## src/phy_ident_map.svh

```systemverilog
`ifndef PHY_IDENT_MAP_SVH
`define PHY_IDENT_MAP_SVH

// ****************************************************************
// Register indices
// ****************************************************************
`define IDENT_HIGH_IDX      5'h02
`define IDENT_LOW_IDX       5'h03
`define LOCAL_ADVERT_IDX    5'h04
`define PARTNER_ABIL_IDX    5'h05

// ****************************************************************
// Field positions
// ****************************************************************
`define ADV_NEXT_PAGE_BIT   15
`define ADV_REM_FAULT_BIT   13
`define ADV_ASYM_PAUSE_BIT  11
`define ADV_PAUSE_BIT       10
`define ADV_T4_BIT          9
`define ADV_TX_FD_BIT       8
`define ADV_TX_HD_BIT       7
`define ADV_10_FD_BIT       6
`define ADV_10_HD_BIT       5
`define ADV_SEL_MSB         4
`define ADV_SEL_LSB         0
`define ADV_RSVD_HI_BIT     14
`define ADV_RSVD_LO_BIT     12
// Partner word shares the advert layout apart from these
`define PARTNER_NEXT_PAGE_BIT 15
`define PARTNER_ACK_BIT     14
`define PARTNER_REM_FAULT_BIT 13
`define PARTNER_RSVD_BIT    12

// ****************************************************************
// Reset values and writable masks
// ****************************************************************
`define LOCAL_ADVERT_RST    16'h01e1
`define LOCAL_ADVERT_WMASK  16'hadff
`define PARTNER_ABIL_MASK   16'hefff
`define PARTNER_ABIL_RST    16'h0000

`endif

```

## src/phy_ident_pkg.sv

```systemverilog
package phy_ident_pkg;
   typedef logic [15:0] reg_word_type;
   typedef logic [4:0]  reg_index_type;
   typedef enum logic [1:0] {
      PIN_MODE_BASIC    = 2'b01,
      PIN_MODE_ENHANCED = 2'b10
   } pin_mode_type;
endpackage : phy_ident_pkg

```

## src/phy_ident_autoneg_ability_regs.sv

```systemverilog
// Function
// - High identifier word is organization identifier bits 21:6, read-only.
// - Low identifier word bits 15:10 hold organization identifier bits 5:0.
// - Model number in bits 9:4 differs between basic and enhanced mode.
// - Revision number in bits 3:0, bumped per major device change.
// - Advert bit 15 is a writable next-page request, reset zero.
// - Advert bits 11 and 10 are writable pause abilities, reset zero.
// - Advert bit 9, four-pair ability, is read-only zero.
// - Bits 8:6 writable, default one, strapped in basic mode only.
// - Bit 5 writable, default one, strapped in both modes.
// - Bits 4:0 writable selector, reset 00001.
// - Partner bit 15 shows partner next-page request, reset zero.
// - Partner bit 14 shows partner acknowledge of local code word.
// - Partner bit 13 shows partner remote fault advertisement.
// - Partner bits 11:10 capture partner asymmetric and symmetric pause.
// - Partner bits 9:6 capture four-pair and duplex speed abilities.
// - Partner bit 5 and selector 4:0 captured; read-only, reset zero.
`timescale 1ns/1ps
`include "phy_ident_map.svh"

module phy_ident_autoneg_ability_regs #(
   parameter logic [15:0] OUI_HIGH       = 16'h1234, // Arbitrary value
   parameter logic [5:0]  OUI_LOW        = 6'h15,    // Arbitrary value
   parameter logic [5:0]  MODEL_BASIC    = 6'h05,    // Arbitrary value
   parameter logic [5:0]  MODEL_ENHANCED = 6'h06,    // Arbitrary value
   parameter logic [3:0]  REVISION       = 4'h1      // Arbitrary value
) (
   // Clock and reset
   input  wire logic                        core_clk,
   input  wire logic                        rst_n,
   // Bootstrap pins and mode
   input  wire phy_ident_pkg::pin_mode_type pin_mode,
   input  wire logic                        strap_load,
   input  wire logic                        strap_tx_fd,
   input  wire logic                        strap_tx_hd,
   input  wire logic                        strap_10_fd,
   input  wire logic                        strap_10_hd,
   // Management register access
   input  wire phy_ident_pkg::reg_index_type reg_addr,
   input  wire logic                        reg_wr,
   input  wire logic                        reg_rd,
   input  wire phy_ident_pkg::reg_word_type reg_wdata,
   output logic [15:0]                      reg_rdata,
   output logic                             reg_rvalid,
   // Partner code word from arbitration
   input  wire logic                        partner_word_valid,
   input  wire phy_ident_pkg::reg_word_type partner_word,
   // Advertised word toward arbitration
   output logic [15:0]                      advert_word
);
   import phy_ident_pkg::*;

   // ****************************************************************
   // Local advertisement word
   // ****************************************************************
   reg_word_type advert_r;
   reg_word_type partner_r;
   reg_word_type ident_low;
   reg_word_type rdata_nxt;
   logic         adv_wr;

   assign adv_wr = reg_wr && (reg_addr == `LOCAL_ADVERT_IDX);

   always_ff @(posedge core_clk or negedge rst_n) begin
      if (!rst_n) begin
         advert_r <= `LOCAL_ADVERT_RST;
      end else if (adv_wr) begin
         // Only writable bits take the write
         advert_r <= reg_wdata & `LOCAL_ADVERT_WMASK;
      end else if (strap_load) begin
         advert_r[`ADV_10_HD_BIT] <= strap_10_hd;
         if (pin_mode == PIN_MODE_BASIC) begin
            advert_r[`ADV_TX_FD_BIT] <= strap_tx_fd;
            advert_r[`ADV_TX_HD_BIT] <= strap_tx_hd;
            advert_r[`ADV_10_FD_BIT] <= strap_10_fd;
         end
      end
   end

   // ****************************************************************
   // Advertisement checks
   // ****************************************************************
   advert_ro_zero_a: assert property (
      @(posedge core_clk) disable iff (!rst_n)
      advert_r[`ADV_RSVD_HI_BIT] == 1'b0 &&
      advert_r[`ADV_RSVD_LO_BIT] == 1'b0 &&
      advert_r[`ADV_T4_BIT] == 1'b0)
      else $error("read-only advert bits not zero");

   advert_write_a: assert property (
      @(posedge core_clk) disable iff (!rst_n)
      adv_wr |=> advert_r == ($past(reg_wdata) & `LOCAL_ADVERT_WMASK))
      else $error("advert write not stored");

   next_page_wr_a: assert property (
      @(posedge core_clk) disable iff (!rst_n)
      adv_wr |=> advert_r[`ADV_NEXT_PAGE_BIT] ==
                 $past(reg_wdata[`ADV_NEXT_PAGE_BIT]))
      else $error("next page bit not written");

   pause_write_a: assert property (
      @(posedge core_clk) disable iff (!rst_n)
      adv_wr |=> advert_r[`ADV_ASYM_PAUSE_BIT:`ADV_PAUSE_BIT] ==
                 $past(reg_wdata[`ADV_ASYM_PAUSE_BIT:`ADV_PAUSE_BIT]))
      else $error("pause bits not written");

   advert_duplex_wr_a: assert property (
      @(posedge core_clk) disable iff (!rst_n)
      adv_wr |=> advert_r[`ADV_TX_FD_BIT:`ADV_10_HD_BIT] ==
                 $past(reg_wdata[`ADV_TX_FD_BIT:`ADV_10_HD_BIT]))
      else $error("duplex ability bits not written");

   selector_wr_a: assert property (
      @(posedge core_clk) disable iff (!rst_n)
      adv_wr |=> advert_r[`ADV_SEL_MSB:`ADV_SEL_LSB] ==
                 $past(reg_wdata[`ADV_SEL_MSB:`ADV_SEL_LSB]))
      else $error("selector field not written");

   strap_hd_a: assert property (
      @(posedge core_clk) disable iff (!rst_n)
      strap_load && !adv_wr |=>
      advert_r[`ADV_10_HD_BIT] == $past(strap_10_hd))
      else $error("strap half duplex not loaded");

   strap_basic_a: assert property (
      @(posedge core_clk) disable iff (!rst_n)
      strap_load && !adv_wr && pin_mode == PIN_MODE_BASIC |=>
      advert_r[`ADV_TX_FD_BIT:`ADV_10_FD_BIT] ==
      $past({strap_tx_fd, strap_tx_hd, strap_10_fd}))
      else $error("basic straps not loaded");

   strap_enh_keep_a: assert property (
      @(posedge core_clk) disable iff (!rst_n)
      strap_load && !adv_wr && pin_mode == PIN_MODE_ENHANCED |=>
      $stable(advert_r[`ADV_TX_FD_BIT:`ADV_10_FD_BIT]))
      else $error("enhanced mode loaded basic straps");

   strap_rest_keep_a: assert property (
      @(posedge core_clk) disable iff (!rst_n)
      strap_load && !adv_wr |=>
      $stable(advert_r[`ADV_NEXT_PAGE_BIT:`ADV_T4_BIT]) &&
      $stable(advert_r[`ADV_SEL_MSB:`ADV_SEL_LSB]))
      else $error("strap load touched unstrapped bits");

   advert_hold_a: assert property (
      @(posedge core_clk) disable iff (!rst_n)
      !adv_wr && !strap_load |=> $stable(advert_r))
      else $error("advert word changed unprompted");

   // ****************************************************************
   // Partner ability word
   // ****************************************************************
   always_ff @(posedge core_clk or negedge rst_n) begin
      if (!rst_n) begin
         partner_r <= `PARTNER_ABIL_RST;
      end else if (partner_word_valid) begin
         // Reserved bit 12 dropped
         partner_r <= partner_word & `PARTNER_ABIL_MASK;
      end
   end

   // ****************************************************************
   // Partner checks
   // ****************************************************************
   partner_cap_a: assert property (
      @(posedge core_clk) disable iff (!rst_n)
      partner_word_valid |=>
      partner_r == ($past(partner_word) & `PARTNER_ABIL_MASK))
      else $error("partner word not captured");

   partner_np_a: assert property (
      @(posedge core_clk) disable iff (!rst_n)
      partner_word_valid |=> partner_r[`PARTNER_NEXT_PAGE_BIT] ==
      $past(partner_word[`PARTNER_NEXT_PAGE_BIT]))
      else $error("partner next page not captured");

   partner_ack_a: assert property (
      @(posedge core_clk) disable iff (!rst_n)
      partner_word_valid |=> partner_r[`PARTNER_ACK_BIT] ==
      $past(partner_word[`PARTNER_ACK_BIT]))
      else $error("partner acknowledge not captured");

   partner_rf_a: assert property (
      @(posedge core_clk) disable iff (!rst_n)
      partner_word_valid |=> partner_r[`PARTNER_REM_FAULT_BIT] ==
      $past(partner_word[`PARTNER_REM_FAULT_BIT]))
      else $error("partner remote fault not captured");

   partner_pause_a: assert property (
      @(posedge core_clk) disable iff (!rst_n)
      partner_word_valid |=> partner_r[`ADV_ASYM_PAUSE_BIT:`ADV_PAUSE_BIT] ==
      $past(partner_word[`ADV_ASYM_PAUSE_BIT:`ADV_PAUSE_BIT]))
      else $error("partner pause bits not captured");

   partner_sel_a: assert property (
      @(posedge core_clk) disable iff (!rst_n)
      partner_word_valid |=> partner_r[`ADV_10_HD_BIT:`ADV_SEL_LSB] ==
      $past(partner_word[`ADV_10_HD_BIT:`ADV_SEL_LSB]))
      else $error("partner low field not captured");

   partner_rsvd_a: assert property (
      @(posedge core_clk) disable iff (!rst_n)
      partner_r[`PARTNER_RSVD_BIT] == 1'b0)
      else $error("partner reserved bit set");

   partner_hold_a: assert property (
      @(posedge core_clk) disable iff (!rst_n)
      !partner_word_valid |=> $stable(partner_r))
      else $error("partner word changed unprompted");

   partner_wr_ign_a: assert property (
      @(posedge core_clk) disable iff (!rst_n)
      reg_wr && !partner_word_valid |=> $stable(partner_r))
      else $error("partner word took a register write");

   // ****************************************************************
   // Read path
   // ****************************************************************
   always_comb begin
      ident_low = {OUI_LOW,
                   (pin_mode == PIN_MODE_BASIC) ?
                      MODEL_BASIC : MODEL_ENHANCED,
                   REVISION};
      unique case (reg_addr)
         `IDENT_HIGH_IDX:   rdata_nxt = OUI_HIGH;
         `IDENT_LOW_IDX:    rdata_nxt = ident_low;
         `LOCAL_ADVERT_IDX: rdata_nxt = advert_r;
         `PARTNER_ABIL_IDX: rdata_nxt = partner_r;
         default:           rdata_nxt = 16'h0000;
      endcase
   end

   always_ff @(posedge core_clk or negedge rst_n) begin
      if (!rst_n) begin
         reg_rdata  <= 16'h0000;
         reg_rvalid <= 1'b0;
      end else begin
         reg_rvalid <= reg_rd;
         if (reg_rd) begin
            reg_rdata <= rdata_nxt;
         end
      end
   end

   always_ff @(posedge core_clk or negedge rst_n) begin
      if (!rst_n) begin
         advert_word <= `LOCAL_ADVERT_RST;
      end else begin
         advert_word <= advert_r;
      end
   end

   // ****************************************************************
   // Read path and output checks
   // ****************************************************************
   ident_read_a: assert property (
      @(posedge core_clk) disable iff (!rst_n)
      reg_rd && reg_addr == `IDENT_HIGH_IDX |=>
      reg_rvalid && reg_rdata == OUI_HIGH)
      else $error("identifier high read wrong");

   ident_low_basic_a: assert property (
      @(posedge core_clk) disable iff (!rst_n)
      reg_rd && reg_addr == `IDENT_LOW_IDX && pin_mode == PIN_MODE_BASIC
      |=> reg_rdata == {OUI_LOW, MODEL_BASIC, REVISION})
      else $error("identifier low basic read wrong");

   model_read_a: assert property (
      @(posedge core_clk) disable iff (!rst_n)
      reg_rd && reg_addr == `IDENT_LOW_IDX && pin_mode == PIN_MODE_ENHANCED
      |=> reg_rdata[9:4] == MODEL_ENHANCED && reg_rdata[3:0] == REVISION)
      else $error("model or revision read wrong");

   advert_read_a: assert property (
      @(posedge core_clk) disable iff (!rst_n)
      reg_rd && reg_addr == `LOCAL_ADVERT_IDX |=>
      reg_rdata == $past(advert_r))
      else $error("advert read wrong");

   partner_read_a: assert property (
      @(posedge core_clk) disable iff (!rst_n)
      reg_rd && reg_addr == `PARTNER_ABIL_IDX |=>
      reg_rdata == $past(partner_r))
      else $error("partner read wrong");

   unmapped_read_a: assert property (
      @(posedge core_clk) disable iff (!rst_n)
      reg_rd && (reg_addr < `IDENT_HIGH_IDX || reg_addr > `PARTNER_ABIL_IDX)
      |=> reg_rdata == 16'h0000)
      else $error("unmapped read not zero");

   read_valid_a: assert property (
      @(posedge core_clk) disable iff (!rst_n)
      1'b1 |=> reg_rvalid == $past(reg_rd))
      else $error("read valid not one cycle after read");

   rdata_hold_a: assert property (
      @(posedge core_clk) disable iff (!rst_n)
      !reg_rd |=> $stable(reg_rdata))
      else $error("read data changed without a read");

   advert_copy_a: assert property (
      @(posedge core_clk) disable iff (!rst_n)
      1'b1 |=> advert_word == $past(advert_r))
      else $error("advert output does not follow register");

endmodule : phy_ident_autoneg_ability_regs

```

## config.mk

```make
export PLATFORM = sky130hd
export DESIGN_NAME = phy_ident_autoneg_ability_regs
export DESIGN_NICKNAME = d
export VERILOG_FILES = /design/src/phy_ident_pkg.sv /design/src/phy_ident_autoneg_ability_regs.sv
export VERILOG_INCLUDE_DIRS = /design/src
export SDC_FILE = /design/constraint.sdc
export NUM_CORES = 1
export LEC_CHECK = 0
export BUFFER_PORTS_ARGS = -buffer_cell sky130_fd_sc_hd__buf_2
export CAP_MARGIN = 20
export CORE_MARGIN = 4
export CORE_UTILIZATION = 53
export DETAILED_ROUTE_END_ITERATION = 6
export MAX_ROUTING_LAYER = met4
export PLACE_DENSITY = 0.88
export SETUP_SLACK_MARGIN = 0.15
export SLEW_MARGIN = 20
export SYNTH_ARGS = -nofsm -noshare
export SYNTH_HDL_FRONTEND = slang
export SYNTH_SLANG_ARGS = --single-unit
```

## constraint.sdc

```tcl
create_clock -name core_clk -period 1.7 [get_ports core_clk]
set_clock_uncertainty 0.1 [all_clocks]
set_input_delay 0.17 -clock core_clk [delete_from_list [all_inputs] [get_ports core_clk]]
set_output_delay 0.17 -clock core_clk [all_outputs]
set_load 0.1 [all_outputs]
```

==> run summary <==
Status -> complete, no violations
Residual overflow from global routing -> 0
Yosys warning total -> 0
Via count of the first global-routing pass -> 1932
Max Root-Sink Buffers -> 2
Critical-path top delay cell -> sky130_fd_sc_hd__dfstp_2
Max transition margin -> 62.0%
Critical setup path kind -> reg -> out
Pin count of the biggest net entering global routing -> 37
Most frequent cells in the layout -> 73 x sky130_fd_sc_hd__buf_2, 48 x sky130_fd_sc_hd__dfrtp_1, 28 x sky130_fd_sc_hd__mux2_2, 28 x sky130_fd_sc_hd__dlygate4sd3_1, 14 x sky130_fd_sc_hd__inv_1
Number of antenna violations at the first check in global routing -> 0
Maximum level of the CTS H-tree -> 3
Count of mapped cells out of synthesis -> 174
Final total negative setup slack -> 0 ps
Main area contributors after synthesis -> sky130_fd_sc_hd__dfrtp_1 51%, sky130_fd_sc_hd__mux2_2 13%, sky130_fd_sc_hd__dfstp_2 11%, sky130_fd_sc_hd__mux2i_1 4.7%, sky130_fd_sc_hd__o22ai_1 3.2%
Starting density of the core -> 56.7%
Mean cell area of the mapped netlist -> 13.5 sq um
Number of nets in the final layout -> 335
Total half-perimeter wirelength after legalization and detailed placement -> 3710 microns
Most common library cell in the layout ignoring fill and taps -> sky130_fd_sc_hd__buf_2
Vias -> 1770
Final clock period utilization by the worst path -> 90.0%
Highest clock rate -> 654 MHz
Total count of max-transition violations in the final report -> 0
Number of non-filler instances in the completed layout -> 341
Gr usage total -> 23.0%
Area Overhead vs Synth -> 38.0%
Total DRC errors in the routed layout -> 0
Total length of routed wires -> 5610 microns
Library cell with the largest summed area after synthesis -> sky130_fd_sc_hd__dfrtp_1
Detail-routed via count per cell -> 5.19
TritonCTS clock tree -> yes
Static Leakage -> 1.59 nW
Proportion of synthesized chip area in sequential cells -> 62.3%
Post-CTS Repair Setup Buffers -> 0
WP buf/inv -> 1
Clock Latency Late Sink -> 320 ps
Clock input transition at the sequential cells of the worst setup and hold paths -> 60 ps
Mapped cell area -> 0.00235 sq mm
Power Dens Cells -> 1150 mW/mm^2
Area share of the largest cell type after synthesis -> 51.1%
Cell count after placement -> 297
Classification of the worst-slack hold path -> in -> reg
Cell-by-cell trace of the critical path -> buf_2
Shortest period the worst path allows -> 1530 ps
DIE AREA -> 0.00556 sq mm
Number of top-level design ports -> 82
Number of distinct library cells after synthesis -> 30
EDFF count, synth -> 0
Highest net fanout along the worst path -> 1
Cell family contributing the most delay on the critical path -> flip-flops
Routed Antenna Nets -> 0
Core Footprint -> 0.00414 sq mm
Slowest cell delay on critical path -> 520 ps
Antenna diode count -> 0
Ratio of cells with drive above 1 in the final layout -> 47.1%
FF+latch count, synth -> 58
Async SR Flop Fraction -> 100%
DRC violation total after the first TritonRoute iteration -> 132
Number of failing hold endpoints at the final stage -> 0
Die width -> 74.6 microns
Max VDD drop -> 0.000650 V
CTS sink count -> 58
Post-synth top flop -> sky130_fd_sc_hd__dfrtp_1
First-pass iteration count of the detailed router -> 4
Global-route wire length before repair -> 8990 microns
Transition time at the pin with the least slew margin -> 563 ps
Routed len/inst -> 16.5 microns
Worst endpoint required time -> 1430 ps
Die height -> 74.6 microns
Max-Cap Viols -> 0
Final setup violating endpoints -> 0
Root Buffer Master -> sky130_fd_sc_hd__clkbuf_8
Number of rows in the core area -> 23
Setup repair after global routing missed its margin -> no
Worst path arrival time -> 1260 ps
Port-buffer cells -> 74
Setup crit start kind -> flop
Total clock buffers created by CTS -> 9
Routability Congestion -> 0.828
Setup crit end kind -> output pin
[cell type report]
cell class	instances	area (sq um)
Timing Repair Buffer	109	718
Sequential cell	58	1460
Fill cell	261	901
Multi-Input combinational cell	94	782
Tap cell	50	62.6
Inverter	14	52.6
Clock inverter	3	15.0
Clock buffer	13	149
[cell usage after synthesis (3+ instances only)]
| cell type | count |
|---|---|
| sky130_fd_sc_hd__dfrtp_1 | 48 |
| sky130_fd_sc_hd__mux2_2 | 28 |
| sky130_fd_sc_hd__inv_1 | 14 |
| sky130_fd_sc_hd__a21oi_1 | 12 |
| sky130_fd_sc_hd__o22ai_1 | 12 |
| sky130_fd_sc_hd__mux2i_1 | 11 |
| sky130_fd_sc_hd__dfstp_2 | 10 |
| sky130_fd_sc_hd__nor2_1 | 7 |
| sky130_fd_sc_hd__clkbuf_1 | 4 |
| sky130_fd_sc_hd__buf_4 | 3 |
| sky130_fd_sc_hd__nor2b_1 | 3 |
[stage by stage]
step / cell area (sq um) / utilization [%] / hold WS, ps / setup slack [ps] / total power [mW]
final: 3240 / 78.3 / 3.58 / 171 / 3.73
after global routing: 3240 / 78.3 / 22.5 / 156 / 3.87
after CTS: 3240 / 78.2 / 13.5 / 152 / 3.75
after detailed placement: 2800 / 67.5 / 82.9 / 217 / 2.63
after global placement: 2800 / 67.5 / 73.2 / 230 / 2.61
after floorplan: 2360 / - / -226 / 290 / 2.42
[state kept, by name (all words and copies together) (netlist names)]
signal / flops
partner_r: 15
reg_rdata: 16
advert_word: 13
reg_rvalid: 1
advert_r: 13
[timing repair]
action                     in CTS  in global routing
hold buffers                   28                  0
hold endpoints to repair       43                  0
resized for setup               0                  1
setup endpoints to repair       0                  1
[logic make-up after synthesis]
logic type | synth area share [%]
muxes | 19.4
and+or+nand+nor | 5.80
other | 0.160
buffers and inverters | 4.74
DFF | 62.3
AOI/OAI and AO/OA | 7.61
[worst paths after layout]
kind                                startpoint  depth (start not counted)              to  slack, ps
worst max-delay path            advert_word[0]                          1  advert_word[0]        170
worst min-delay path              reg_wdata[8]                          3     advert_r[8]          4
worst max register to register    partner_r[6]                          3    reg_rdata[6]        530
worst min register to register     advert_r[0]                          0  advert_word[0]        270
max in group asynchronous                rst_n                          3     advert_r[0]        600
min in group asynchronous                rst_n                          2    partner_r[7]        260
[layer usage]
layer	part of all wire (%)	global-route usage, %	up-vias
li1	-	-	833
met1	41	27.2	873
met2	52	38.5	53
met3	5.9	4.19	11
met4	1.6	9.68	0
met5	0	-	-
[power breakdown]
part | switching [mW] | internal, mW | total (mW)
Combinational | 0.730 | 0.265 | 0.996
Clock | 0.510 | 0.563 | 1.07
Sequential | 0.0842 | 1.58 | 1.66
No activity file was read; power rests on OpenSTA's default activity.
